File: config.mk
export PLATFORM = sky130hd
export DESIGN_NAME = ecac_top
export DESIGN_NICKNAME = d
export VERILOG_FILES = /design/src/verilog/ecac_pkg.sv /design/src/verilog/ecac_top.sv /design/src/verilog/ecac_cfg_reg.sv
export SDC_FILE = /design/constraint.sdc
export NUM_CORES = 1
export LEC_CHECK = 0
export BUFFER_PORTS_ARGS = -buffer_cell sky130_fd_sc_hd__buf_2
export CAP_MARGIN = 25
export CORE_ASPECT_RATIO = 0.5
export CORE_MARGIN = 3
export CORE_UTILIZATION = 25
export DETAILED_ROUTE_END_ITERATION = 16
export GPL_ROUTABILITY_DRIVEN = 0
export GPL_TIMING_DRIVEN = 1
export SYNTH_ARGS = -nofsm -noshare
export SYNTH_HDL_FRONTEND = slang
export SYNTH_SLANG_ARGS = --single-unit
File: constraint.sdc
create_clock -name i_clock -period 2.8 [get_ports i_clock]
set_clock_uncertainty 0.05 [all_clocks]
set_input_delay 0.42 -clock i_clock [delete_from_list [all_inputs] [get_ports i_clock]]
set_output_delay 0.42 -clock i_clock [all_outputs]
set_load 0.02 [all_outputs]
File: src/verilog/ecac_pkg.sv
// package: field layout and constants of the external cache access control
package ecac_pkg;
   localparam int CTL_W          = 64;
   localparam int ENA_BIT        = 0;
   localparam int ECC_BIT        = 1;
   localparam int OE_BIT         = 2;
   localparam int FHIT_BIT       = 3;
   localparam int RD_SPD_LSB     = 4;
   localparam int WR_SPD_LSB     = 8;
   localparam int SPD_W          = 4;
   localparam int WE_LSB         = 13;
   localparam int WE_W           = 15;
   localparam int SIZE_LSB       = 28;
   localparam int SIZE_W         = 3;
   localparam int TCP_BIT        = 31;
   localparam int QB_LSB         = 32;
   localparam int QB_W           = 4;
   localparam int DP_BIT         = 36;
   localparam int WRAP_BIT       = 37;
   localparam int BURST_ALL_BIT  = 38;
   localparam int BURST_LSB      = 40;
   localparam int BURST_W        = 3;
   localparam int CHK_W          = 28;
   localparam logic [27:0] CHK_FLIP = 28'h0204081;
   localparam logic [CTL_W-1:0] CTL_RST = 64'h0;
   localparam logic [1:0] ADDR_LO   = 2'h0;
   localparam logic [1:0] ADDR_HI   = 2'h1;
   localparam logic [4:0] SIZE_BASE_LOG2 = 5'h11;
   typedef enum logic [1:0] {ECAC_IDLE, ECAC_WRITE, ECAC_READ} ecac_state_t;
endpackage

File: src/verilog/ecac_top.sv
// external cache access control: write pulse shaping, bypass, burst read timing
// Functional notes
// - fifteen bit write pulse shape field
// - field bit 0 governs second write cycle
// - no write enable in first cycle
// - size code 000 128KB up to 16MB
// - tag control parity corrupted on writes
// - one bypass bit per address quadrant
// - bypass skips probe, system request immediately
// - bypass leaves primary cacheability to system
// - invert check bits 0,7,14,21 on writes
// - wrapped read return order, reset clears
// - zero burst field uses read speed
// - 128-bit second half takes field+1
// - 64-bit reads 2,4 (3 if all) field+1
module ecac_top
   import ecac_pkg::*;
(
   input  wire logic              i_clock,
   input  wire logic              i_sys_rst,
   input  wire logic [1:0]        i_addr,
   input  wire logic [31:0]       i_wdata,
   input  wire logic              i_wr,
   input  wire logic              i_rd,
   output logic      [31:0]       o_rdata,
   input  wire logic              i_ref_valid,
   input  wire logic              i_ref_write,
   input  wire logic [33:0]       i_ref_pa,
   input  wire logic              i_wide_mode,
   input  wire logic [CHK_W-1:0]  i_chk,
   input  wire logic              i_tag_ctl_par,
   input  wire logic              i_read_ack_field,
   output logic                   o_busy,
   output logic                   o_sys_req,
   output logic                   o_probe,
   output logic                   o_we,
   output logic                   o_ce,
   output logic [CHK_W-1:0]       o_chk,
   output logic                   o_tag_ctl_par,
   output logic                   o_rd_sample,
   output logic                   o_rd_done,
   output logic                   o_wrap_order,
   output logic                   o_primary_cacheable,
   output logic [4:0]             o_size_log2
);
   logic [CTL_W-1:0]   ctl;
   ecac_state_t        state_q;
   logic [3:0]         cnt_q;
   logic [3:0]         len_q;
   logic [1:0]         beat_q;
   logic [3:0]         wcyc_q;
   logic               use_cache;
   logic [WE_W-1:0]    we_shape;
   logic [SPD_W-1:0]   rd_spd;
   logic [SPD_W-1:0]   wr_spd;
   logic [BURST_W-1:0] burst;
   logic               start;
   logic               ack_meta_q;
   logic               ack_sync_q;

   ecac_cfg_reg u_cfg (
      .i_clock   (i_clock),
      .i_sys_rst (i_sys_rst),
      .i_addr    (i_addr),
      .i_wdata   (i_wdata),
      .i_wr      (i_wr),
      .o_ctl     (ctl)
   );

   assign we_shape = ctl[WE_LSB +: WE_W];
   assign rd_spd   = ctl[RD_SPD_LSB +: SPD_W];
   assign wr_spd   = ctl[WR_SPD_LSB +: SPD_W];
   assign burst    = ctl[BURST_LSB +: BURST_W];

   // cache use per reference from enable and quadrant bits
   function automatic logic cache_used(input logic [CTL_W-1:0] c, input logic [1:0] q);
      cache_used = c[ENA_BIT] && !c[QB_LSB + int'(q)];
   endfunction

   // beat length: burst timing on selected beats, else read speed
   function automatic logic [3:0] beat_len(input logic [1:0] b, input logic wide,
                                           input logic all, input logic [BURST_W-1:0] bs,
                                           input logic [SPD_W-1:0] rs);
      logic fast;
      fast = 1'b0;
      if (bs != '0) begin
         if (wide) fast = (b == 2'h1);
         else fast = (b == 2'h1) || (b == 2'h3) || (all && b == 2'h2);
      end
      beat_len = fast ? {1'b0, bs} : rs;
   endfunction

   assign use_cache = cache_used(ctl, i_ref_pa[33:32]);
   assign start     = i_ref_valid && state_q == ECAC_IDLE;
   assign o_busy    = state_q != ECAC_IDLE;
   // bypassed references go to the system without a probe
   assign o_sys_req = start && !use_cache;
   assign o_probe   = start && use_cache;
   // primary cacheability follows the system answer only
   assign o_primary_cacheable = ack_sync_q;
   assign o_wrap_order = ctl[WRAP_BIT];
   assign o_size_log2  = SIZE_BASE_LOG2 + {2'h0, ctl[SIZE_LSB +: SIZE_W]};
   assign o_rdata      = 32'h0;

   // two-stage synchroniser for the system acknowledge pin
   always_ff @(posedge i_clock or posedge i_sys_rst) begin
      if (i_sys_rst) begin
         ack_meta_q <= 1'b0;
         ack_sync_q <= 1'b0;
      end else begin
         ack_meta_q <= i_read_ack_field;
         ack_sync_q <= ack_meta_q;
      end
   end

   // access sequencer state
   always_ff @(posedge i_clock or posedge i_sys_rst) begin
      if (i_sys_rst) begin
         state_q <= ECAC_IDLE;
      end else begin
         case (state_q)
            ECAC_IDLE: begin
               if (o_probe && i_ref_write) begin
                  state_q <= ECAC_WRITE;
               end else if (o_probe) begin
                  state_q <= ECAC_READ;
               end
            end
            ECAC_WRITE: begin
               if (cnt_q == 4'h0) begin
                  state_q <= ECAC_IDLE;
               end
            end
            ECAC_READ: begin
               if (cnt_q == 4'h0 && beat_q == len_q[1:0]) begin
                  state_q <= ECAC_IDLE;
               end
            end
            default: begin
               state_q <= ECAC_IDLE;
            end
         endcase
      end
   end

   // cycle counter of the write or of the current read beat
   always_ff @(posedge i_clock or posedge i_sys_rst) begin
      if (i_sys_rst) begin
         cnt_q <= 4'h0;
      end else if (o_probe) begin
         cnt_q <= i_ref_write ? wr_spd : rd_spd;
      end else if (state_q != ECAC_IDLE && cnt_q != 4'h0) begin
         cnt_q <= cnt_q - 4'h1;
      end else if (state_q == ECAC_READ && beat_q != len_q[1:0]) begin
         cnt_q <= beat_len(beat_q + 2'h1, i_wide_mode, ctl[BURST_ALL_BIT], burst, rd_spd);
      end
   end

   // read beat index
   always_ff @(posedge i_clock or posedge i_sys_rst) begin
      if (i_sys_rst) begin
         beat_q <= 2'h0;
      end else if (o_probe) begin
         beat_q <= 2'h0;
      end else if (state_q == ECAC_READ && cnt_q == 4'h0 && beat_q != len_q[1:0]) begin
         beat_q <= beat_q + 2'h1;
      end
   end

   // index of the last read beat
   always_ff @(posedge i_clock or posedge i_sys_rst) begin
      if (i_sys_rst) begin
         len_q <= 4'h0;
      end else if (o_probe && !i_ref_write) begin
         len_q <= i_wide_mode ? 4'h1 : 4'h3;
      end
   end

   // cycle index within a write access
   always_ff @(posedge i_clock or posedge i_sys_rst) begin
      if (i_sys_rst) begin
         wcyc_q <= 4'h0;
      end else if (o_probe) begin
         wcyc_q <= 4'h0;
      end else if (state_q == ECAC_WRITE) begin
         wcyc_q <= wcyc_q + 4'h1;
      end
   end

   // write pulse shaping per cycle of the access
   always_comb begin
      o_we = 1'b0;
      if (state_q == ECAC_WRITE && wcyc_q != 4'h0) begin
         o_we = we_shape[wcyc_q - 4'h1];
      end
   end
   assign o_ce = o_we && !ctl[OE_BIT];
   assign o_rd_sample = state_q == ECAC_READ && cnt_q == 4'h0;
   assign o_rd_done   = o_rd_sample && beat_q == len_q[1:0];

   // diagnostic corruption of outgoing check and tag control parity
   assign o_chk = ctl[DP_BIT] ? (i_chk ^ CHK_FLIP) : i_chk;
   assign o_tag_ctl_par = i_tag_ctl_par ^ ctl[TCP_BIT];

   quadrant_bypass_a: assert property (@(posedge i_clock) disable iff (i_sys_rst)
      (start && ctl[QB_LSB + int'(i_ref_pa[33:32])]) |-> o_sys_req && !o_probe)
      else $error("disabled quadrant used cache");
   bypass_enable_a: assert property (@(posedge i_clock) disable iff (i_sys_rst)
      (start && !ctl[ENA_BIT]) |-> o_sys_req ##1 state_q == ECAC_IDLE)
      else $error("disabled cache probed");
   first_cycle_a: assert property (@(posedge i_clock) disable iff (i_sys_rst)
      (o_probe && i_ref_write) |=> !o_we)
      else $error("write enable in first cycle");
   second_cycle_a: assert property (@(posedge i_clock) disable iff (i_sys_rst)
      (o_probe && i_ref_write && wr_spd != 4'h0 && !i_wr) |=> ##1 o_we == ctl[WE_LSB])
      else $error("second cycle enable mismatch");
   check_flip_a: assert property (@(posedge i_clock) disable iff (i_sys_rst)
      ctl[DP_BIT] |-> (o_chk[0] != i_chk[0] && o_chk[21] != i_chk[21]
                       && o_chk[1] == i_chk[1]))
      else $error("check bit inversion wrong");
   tag_parity_a: assert property (@(posedge i_clock) disable iff (i_sys_rst)
      ctl[TCP_BIT] |-> o_tag_ctl_par != i_tag_ctl_par)
      else $error("tag parity not corrupted");
   size_code_a: assert property (@(posedge i_clock) disable iff (i_sys_rst)
      ctl[SIZE_LSB +: SIZE_W] == 3'h7 |-> o_size_log2 == 5'h18)
      else $error("size decode wrong");
   read_no_burst_a: assert property (@(posedge i_clock) disable iff (i_sys_rst)
      (o_probe && !i_ref_write && burst == 3'h0 && rd_spd == 4'h3 && !i_wr)
      |=> !o_rd_sample [*3] ##1 o_rd_sample ##1 !o_rd_sample)
      else $error("read beat timing wrong");
   burst_wide_a: assert property (@(posedge i_clock) disable iff (i_sys_rst)
      (o_rd_sample && beat_q == 2'h0 && i_wide_mode && burst == 3'h1 && !i_wr)
      |=> !o_rd_sample ##1 o_rd_sample)
      else $error("128-bit second half timing wrong");
   burst_narrow_a: assert property (@(posedge i_clock) disable iff (i_sys_rst)
      (o_rd_sample && beat_q == 2'h2 && !i_wide_mode && burst == 3'h2 && !i_wr)
      |=> !o_rd_sample [*2] ##1 o_rd_sample)
      else $error("64-bit fourth read timing wrong");
   wrap_reset_a: assert property (@(posedge i_clock)
      $fell(i_sys_rst) |-> !o_wrap_order)
      else $error("wrap bit not cleared by reset");

   // write pulse checks
   we_idle_a: assert property (@(posedge i_clock) disable iff (i_sys_rst)
      !o_busy |-> !o_we && !o_ce)
      else $error("write enable while idle");
   ce_follow_a: assert property (@(posedge i_clock) disable iff (i_sys_rst)
      o_ce |-> o_we)
      else $error("chip enable without write enable");
   write_len_a: assert property (@(posedge i_clock) disable iff (i_sys_rst)
      (o_probe && i_ref_write && wr_spd == 4'h3 && !i_wr) |=> o_busy [*4] ##1 !o_busy)
      else $error("write access length wrong");
   third_cycle_a: assert property (@(posedge i_clock) disable iff (i_sys_rst)
      (o_probe && i_ref_write && wr_spd == 4'h3 && !i_wr) |=> ##2 o_we == ctl[WE_LSB + 1])
      else $error("third cycle enable mismatch");

   // size decode checks
   size_base_a: assert property (@(posedge i_clock) disable iff (i_sys_rst)
      ctl[SIZE_LSB +: SIZE_W] == 3'h0 |-> o_size_log2 == 5'h11)
      else $error("smallest size decode wrong");
   size_four_a: assert property (@(posedge i_clock) disable iff (i_sys_rst)
      ctl[SIZE_LSB +: SIZE_W] == 3'h4 |-> o_size_log2 == 5'h15)
      else $error("middle size decode wrong");

   // diagnostic corruption checks
   check_clean_a: assert property (@(posedge i_clock) disable iff (i_sys_rst)
      !ctl[DP_BIT] |-> o_chk == i_chk)
      else $error("check bits altered");
   check_mid_a: assert property (@(posedge i_clock) disable iff (i_sys_rst)
      ctl[DP_BIT] |-> o_chk[7] != i_chk[7] && o_chk[14] != i_chk[14])
      else $error("middle check bits not inverted");
   tag_clean_a: assert property (@(posedge i_clock) disable iff (i_sys_rst)
      !ctl[TCP_BIT] |-> o_tag_ctl_par == i_tag_ctl_par)
      else $error("tag parity altered");

   // cache use checks
   probe_excl_a: assert property (@(posedge i_clock) disable iff (i_sys_rst)
      !(o_probe && o_sys_req))
      else $error("probe and system request together");
   enabled_probe_a: assert property (@(posedge i_clock) disable iff (i_sys_rst)
      (start && ctl[ENA_BIT] && !ctl[QB_LSB + int'(i_ref_pa[33:32])]) |-> o_probe)
      else $error("enabled quadrant not probed");
   ack_sync_a: assert property (@(posedge i_clock) disable iff (i_sys_rst)
      o_primary_cacheable == $past(i_read_ack_field, 2))
      else $error("primary cacheability not from system");

   // burst read checks
   burst_all_a: assert property (@(posedge i_clock) disable iff (i_sys_rst)
      (o_rd_sample && beat_q == 2'h1 && !i_wide_mode && ctl[BURST_ALL_BIT]
       && burst == 3'h1 && !i_wr)
      |=> !o_rd_sample ##1 o_rd_sample)
      else $error("64-bit third read timing wrong");
   second_narrow_a: assert property (@(posedge i_clock) disable iff (i_sys_rst)
      (o_rd_sample && beat_q == 2'h0 && !i_wide_mode && burst == 3'h2 && !i_wr)
      |=> !o_rd_sample [*2] ##1 o_rd_sample)
      else $error("64-bit second read timing wrong");
   wide_done_a: assert property (@(posedge i_clock) disable iff (i_sys_rst)
      (o_rd_sample && beat_q == 2'h1 && i_wide_mode) |-> o_rd_done)
      else $error("128-bit read not done after two halves");
endmodule

File: src/verilog/ecac_cfg_reg.sv
// write-only control register, loaded in two 32-bit halves
module ecac_cfg_reg
   import ecac_pkg::*;
(
   input  wire logic             i_clock,
   input  wire logic             i_sys_rst,
   input  wire logic [1:0]       i_addr,
   input  wire logic [31:0]      i_wdata,
   input  wire logic             i_wr,
   output logic      [CTL_W-1:0] o_ctl
);
   logic [CTL_W-1:0] ctl_q;

   always_ff @(posedge i_clock or posedge i_sys_rst) begin
      if (i_sys_rst) begin
         ctl_q <= CTL_RST;
      end else if (i_wr && i_addr == ADDR_LO) begin
         ctl_q[31:0] <= i_wdata;
      end else if (i_wr && i_addr == ADDR_HI) begin
         ctl_q[63:32] <= i_wdata;
      end
   end

   assign o_ctl = ctl_q;
endmodule

==> results of run 1 <==
[per-layer routing]
metal,vias up,GRT usage [%]
met5,-,0
met4,0,4.262
met3,26,2.389
met2,50,13.80
met1,959,10.17
li1,940,-
[area by class of cell]
class | count | area (sq um)
tap | 165 | 206.4
timing repair buffer | 69 | 382.9
clock buffer | 5 | 125.1
clock inverter | 2 | 37.54
fill | 1227 | 8459
inverter | 10 | 38.79
multi-input combinational | 181 | 1425
sequential | 55 | 1376
[stage by stage]
step                util [%]  instance area, sq um  worst slack (ns)
global placement       28.20                  3398            0.4314
detailed placement     28.20                  3398            0.4388
global route           29.81                  3592           0.02725
floorplan                  -                  3267            0.2123
finish                 29.81                  3592            0.2113
CTS                    29.55                  3561            0.1078
[registers in the layout, summed over array words and instances, names as in the netlist]
| register | flops |
|---|---|
| beat_q | 2 |
| o_primary_cacheable | 1 |
| u_cfg.o_ctl | 39 |
| len_q | 2 |
| ack_meta_q | 1 |
| wcyc_q | 4 |
| state_q | 2 |
| cnt_q | 4 |
[repair_timing]
action                     CTS  global route
setup buffers                0             1
setup endpoints to repair    0             1
gates resized for setup      0             5
[cells in the final DEF (no fill, tap or decap), drive strengths merged, types with 4 or more instances in the layout]
cell	count
o21ai	9
ha	7
nor2	17
xnor2	6
mux4	4
mux2i	8
conb	33
nand2	11
dfrtp	55
inv	9
xor2	9
clkbuf	5
mux2	39
buf	69
a21oi	4
[report_power, final]
part	internal (mW)	switching [mW]	total, mW
Clock	0.417	0.278	0.695
Sequential	0.997	0.167	1.16
Combinational	0.636	0.630	1.27
[critical path, delay by kind of cell (launching register included)]
family	cells	cell delay (ns)
flip-flops	1	0.41
XOR/XNOR	1	0.20
AO/OA/AOI/OAI	1	0.31
buffers and inverters	2	0.26
adder cells (fa/ha/maj)	1	0.16
multiplexers	2	0.33
AND/OR/NAND/NOR	1	0.16
[cells by family (layout without fill, tap and decap cells)]
family                     Yosys count  count (layout)
other                                2              33
buffers and inverters               74              86
and+or+nand+nor                     48              48
xor gates and xnor gates            15              15
muxes                               51              51
DFF                                 55              55
AOI/OAI and AO/OA                   27              27
adders and majority gates            7               7
[path summary, 6_finish.rpt]
| kind | from | to | slack [ns] |
|---|---|---|---|
| max in group asynchronous | i_sys_rst | beat_q[0] | 1.99 |
| hold / removal | i_sys_rst | u_cfg.o_ctl[30] | 0.14 |
| hold reg to reg | ack_meta_q | o_primary_cacheable | 0.30 |
| setup / recovery | wcyc_q[1] | o_ce | 0.21 |
| setup reg to reg | cnt_q[0] | cnt_q[3] | 0.73 |
| min in group i_clock | i_read_ack_field | ack_meta_q | 0.18 |
==> flow_summary.ini, run 1 <==
[drt]
top_layer = met4
wl_per_cell_um = 12.29
ant_nets = 0
wl_mm = 5.986
wl_met1_mm = 2.532
dr.pass1.iters = 4
dr.first_iter.drc_count = 79
vias = 1975
via_per_inst = 4.055
route.met2.wl_mm = 2.947
routed-wl-met3_um = 305
post-route-drc-count = 0

[grt]
grt_pass1_vias = 1931
grt_pass1_wl_mm = 9.308
antenna_found_initial = 0
grt_overflow = 0
grt_max_degree = 29
track_usage_pct = 8.421

[pwr]
p_per_area_nw_per_um2 = 869.8
vdd_drop_max_uv = 258.0
power.total_mw = 3.124
leakagePower_nw = 1.682

[yosys]
synth_fa_ha_area_share_pct = 2.780
ys_ff_latch = 55
async_flop_share_pct = 100.0
yosys.cell_count.top_type = buf_4
synth_flop_cell = dfrtp_1
yosys.area_share.simple_pct = 8.300
ys_top_cells_by_area = dfrtp_1, mux2_2, buf_4
yosysTopAreaCell = dfrtp_1
synthCells = 279
synth.area.mux_share_pct = 19.34
synth_compound_area_share_pct = 5.560
synth_cell_type_count = 40
synth_area_sq_um = 3151
synth-seq-area-share_pct = 43.69
yosysTopAreaCellShare_pct = 43.69
synthXorXnorAreaFrac_pct = 4.408
yosysWarnings = 0
avgSynthCellArea_sq_um = 11.29
synth_top_family_by_area = multiplexers
synth.top_cells.by_count = buf_4, dfrtp_1, mux2_2, nor2_1, nand2_1
synth_enable_flop_cells = 0

[sta]
layout_min_cycle_time_ns = 2.589
hold_viol_final = 0
period_share_pct = 92.45
worst_pin_slew_ns = 0.6064
fmax_mhz = 386.3
rsz0062_at_grt = no
finalSetupTns_ns = 0
setup_viol = 0
final_max_slew_viol_count = 0
relSlewSlack_pct = 59.51
timing.hold.ws_ns = 0.1434

[floorplan]
core_region_area_sq_um = 12050
num_io_pins = 180
die_y_um = 85.38
rows = 28
die_x_um = 164.8
fp.dieArea_sq_um = 14070
initial_core_util_pct = 26.14

[worst_setup_path]
crit_slowest_cell = dfrtp_1
cp.arrival_ns = 2.12
critPathLaunchType = register
crit_path_cell_trace = inv_2, ha_4, xor2_4, mux2i_1, mux2i_1, o31ai_2, nor2b_1, buf_2
path_common_cell = mux2i_1
cp-end-kind = output port
reg2reg_depth = 7
cpPeakStageDelay_ns = 0.41
worstSetupPathType = register to output port
cp_max_fo = 4
critPathRequiredTime_ns = 2.33

[clock_tree]
clkSlewWorstSetupHoldPaths_ns = 0.07
cts_buffers = 5
postCtsHoldBufs = 0
cts_tree = done
h-tree-depth = 2
clockRootBuffer = clkbuf_16
clock_latency_ns = 0.29
clock-sinks = 55
cts_buffer_depth = 2

[placed_design]
numPortBuffers = 64
dp_hpwl_mm = 4.543
dp_cells = 479

[min_path]
hold_path_class = input port to async pin

[cells_and_area]
area_delta_synth_final_pct = 14.02
drive_above_1_share_pct = 41.61
final_nets = 434
diodes = 0
instances_no_fill = 487

[outcome]
status = finished clean

[flow_run]
cap_violations = 0
No activity file was read; power rests on OpenSTA's default activity.
==> run 2, diff against run 1 <==
==> constraint.sdc (replaced) <==
create_clock -name i_clock -period 2.6 [get_ports i_clock]
set_clock_uncertainty 0.05 [all_clocks]
set_input_delay 0.39 -clock i_clock [delete_from_list [all_inputs] [get_ports i_clock]]
set_output_delay 0.39 -clock i_clock [all_outputs]
set_load 0.02 [all_outputs]
==> flow_summary.ini, run 2 (synthesis gave the netlist of run 1 again) <==
[outcome]
status = finished clean

[flow_run]
cap_violations = 0

[worst_setup_path]
path_common_cell = mux2i_1
cp_max_fo = 3
cpLargestDelayFamily = flip-flops
cp.arrival_ns = 2.06
reg2reg_depth = 7
cpPeakStageDelay_ns = 0.40
worstSetupPathType = register to output port
worst-path-buf-inv = 2
crit_cells = 8
rrSetupSlack_ns = 0.52
timing.rr.end = cnt_q[3]
cp-end-kind = output port
crit_slowest_cell = dfrtp_1
critPathRequiredTime_ns = 2.16
critPathLaunchType = register
r2r_start = cnt_q[0]
crit_path_cell_trace = inv_2, ha_4, xor2_4, mux2i_1, mux2i_1, o31ai_2, nor2b_1, buf_4

[sta]
timing.hold.ws_ns = 0.1160
period_share_pct = 96.18
final_max_slew_viol_count = 0
fmax_mhz = 399.9
worst_pin_slew_ns = 0.6098
rsz0062_at_grt = yes
relSlewSlack_pct = 59.29
hold_viol_final = 0
layout_min_cycle_time_ns = 2.501
setup_viol = 0

[floorplan]
die_y_um = 85.38
die_x_um = 164.8
fp.dieArea_sq_um = 14070
rows = 28
initial_core_util_pct = 26.14
core_region_area_sq_um = 12050
num_io_pins = 180

[pwr]
switching_share_pct = 34.08
seq_power_share_pct = 35.8
p_per_area_nw_per_um2 = 950.0
leakagePower_nw = 1.724
p_switching_mw = 1.185
pwr-share-comb_pct = 41.5
p_int_mw = 2.293
clockPowerShare_pct = 22.7
vdd_drop_max_uv = 325.5

[grt]
busiest_layer = met2
grt_overflow = 0
track_usage_pct = 8.489
grt_pass1_vias = 1922
grt_pass1_wl_mm = 9.508
grt_max_degree = 29
grt_use_met1_pct = 10.73
grtUsageMet3_pct = 1.999
antenna_found_initial = 0
use_met2_pct = 14.02

[clock_tree]
cts_buffer_depth = 2
cts_buffers = 5
clkSlewWorstSetupHoldPaths_ns = 0.07
h-tree-depth = 2
clock-sinks = 55
clock_latency_ns = 0.29
clockRootBuffer = clkbuf_16
postCtsHoldBufs = 0
cts_tree = done

[cells_and_area]
drive_above_1_share_pct = 42.86
area_delta_synth_final_pct = 16.20
multi_input_area_sq_um = 1425
layout_common_cells = buf_2, dfrtp_1, mux2_2
fill_cells = 1233
final_common_cell = buf_2
postLayoutCellArea_sq_um = 3661
final_nets = 440
final-seq-area_sq_um = 1376
largest_reg_flops = 39
diodes = 0

[placed_design]
dp_hpwl_mm = 4.532
numPortBuffers = 64
place_area_sq_um = 3398

[drt]
dr.pass1.iters = 4
vias = 2001
wl_mm = 5.948
via_per_inst = 4.051
dr.first_iter.drc_count = 103
wl_per_cell_um = 12.04
post-route-drc-count = 0
ant_nets = 0

[min_path]
hold_path_class = input port to async pin
run 2: cell count changes in the layout (fill, tap and decap cells not counted), sizes merged:
cell      change
clkinvlp      -1
inv           +1
clkbuf        +1
buf           +6
run 2: per-layer routing:
metal	wire [um]	part of all wire, %
met2	2999	50
met1	2580	43
met5	0	0
met3	240	4.0
met4	127	2.1
run 2: cell type report:
type | instances | share of cell area [%]
clock buffers | 6 | 3.794
clock inverters | 2 | 1.059
inverters | 10 | 1.059
multi-input cells | 181 | 38.93
flip-flops and latches | 55 | 37.59
well taps | 165 | 5.639
repair buffers | 75 | 11.93
run 2: stage by stage:
stage	util, %	setup TNS, ns	instances	total power [mW]	setup WS (ns)
2_1_floorplan	-	0	310	2.338	0.04230
3_3_place_gp	28.20	0	479	2.533	0.2578
3_5_place_dp	28.20	0	479	2.550	0.2528
4_1_cts	29.99	0	489	3.423	0.01454
5_1_grt	30.38	-0.03260	494	3.734	-0.02914
6_report	30.38	0	494	3.478	0.09944
run 2: timing repair:
action	in CTS	in global routing
gates resized for setup	4	4
setup buffers	2	5
hold endpoints to repair	0	0
endpoints found under the setup margin	1	2
pin swaps	1	2
run 2: worst max path at each step:
stage | start | to | slack (ns)
floorplan | wcyc_q[0] | o_ce | 0.04
global placement | wcyc_q[1] | o_ce | 0.26
detailed placement | wcyc_q[0] | o_ce | 0.25
CTS | wcyc_q[1] | o_ce | 0.01
global route | wcyc_q[1] | o_ce | -0.03
finish | wcyc_q[1] | o_ce | 0.1
run 2: power by group through the flow:
stage               Combinational, mW  Clock [mW]  Sequential (mW)
floorplan                        1.12           0             1.21
global placement                 1.28           0             1.26
detailed placement               1.29           0             1.26
CTS                              1.37       0.804             1.25
global route                     1.60       0.850             1.28
finish                           1.44       0.789             1.25
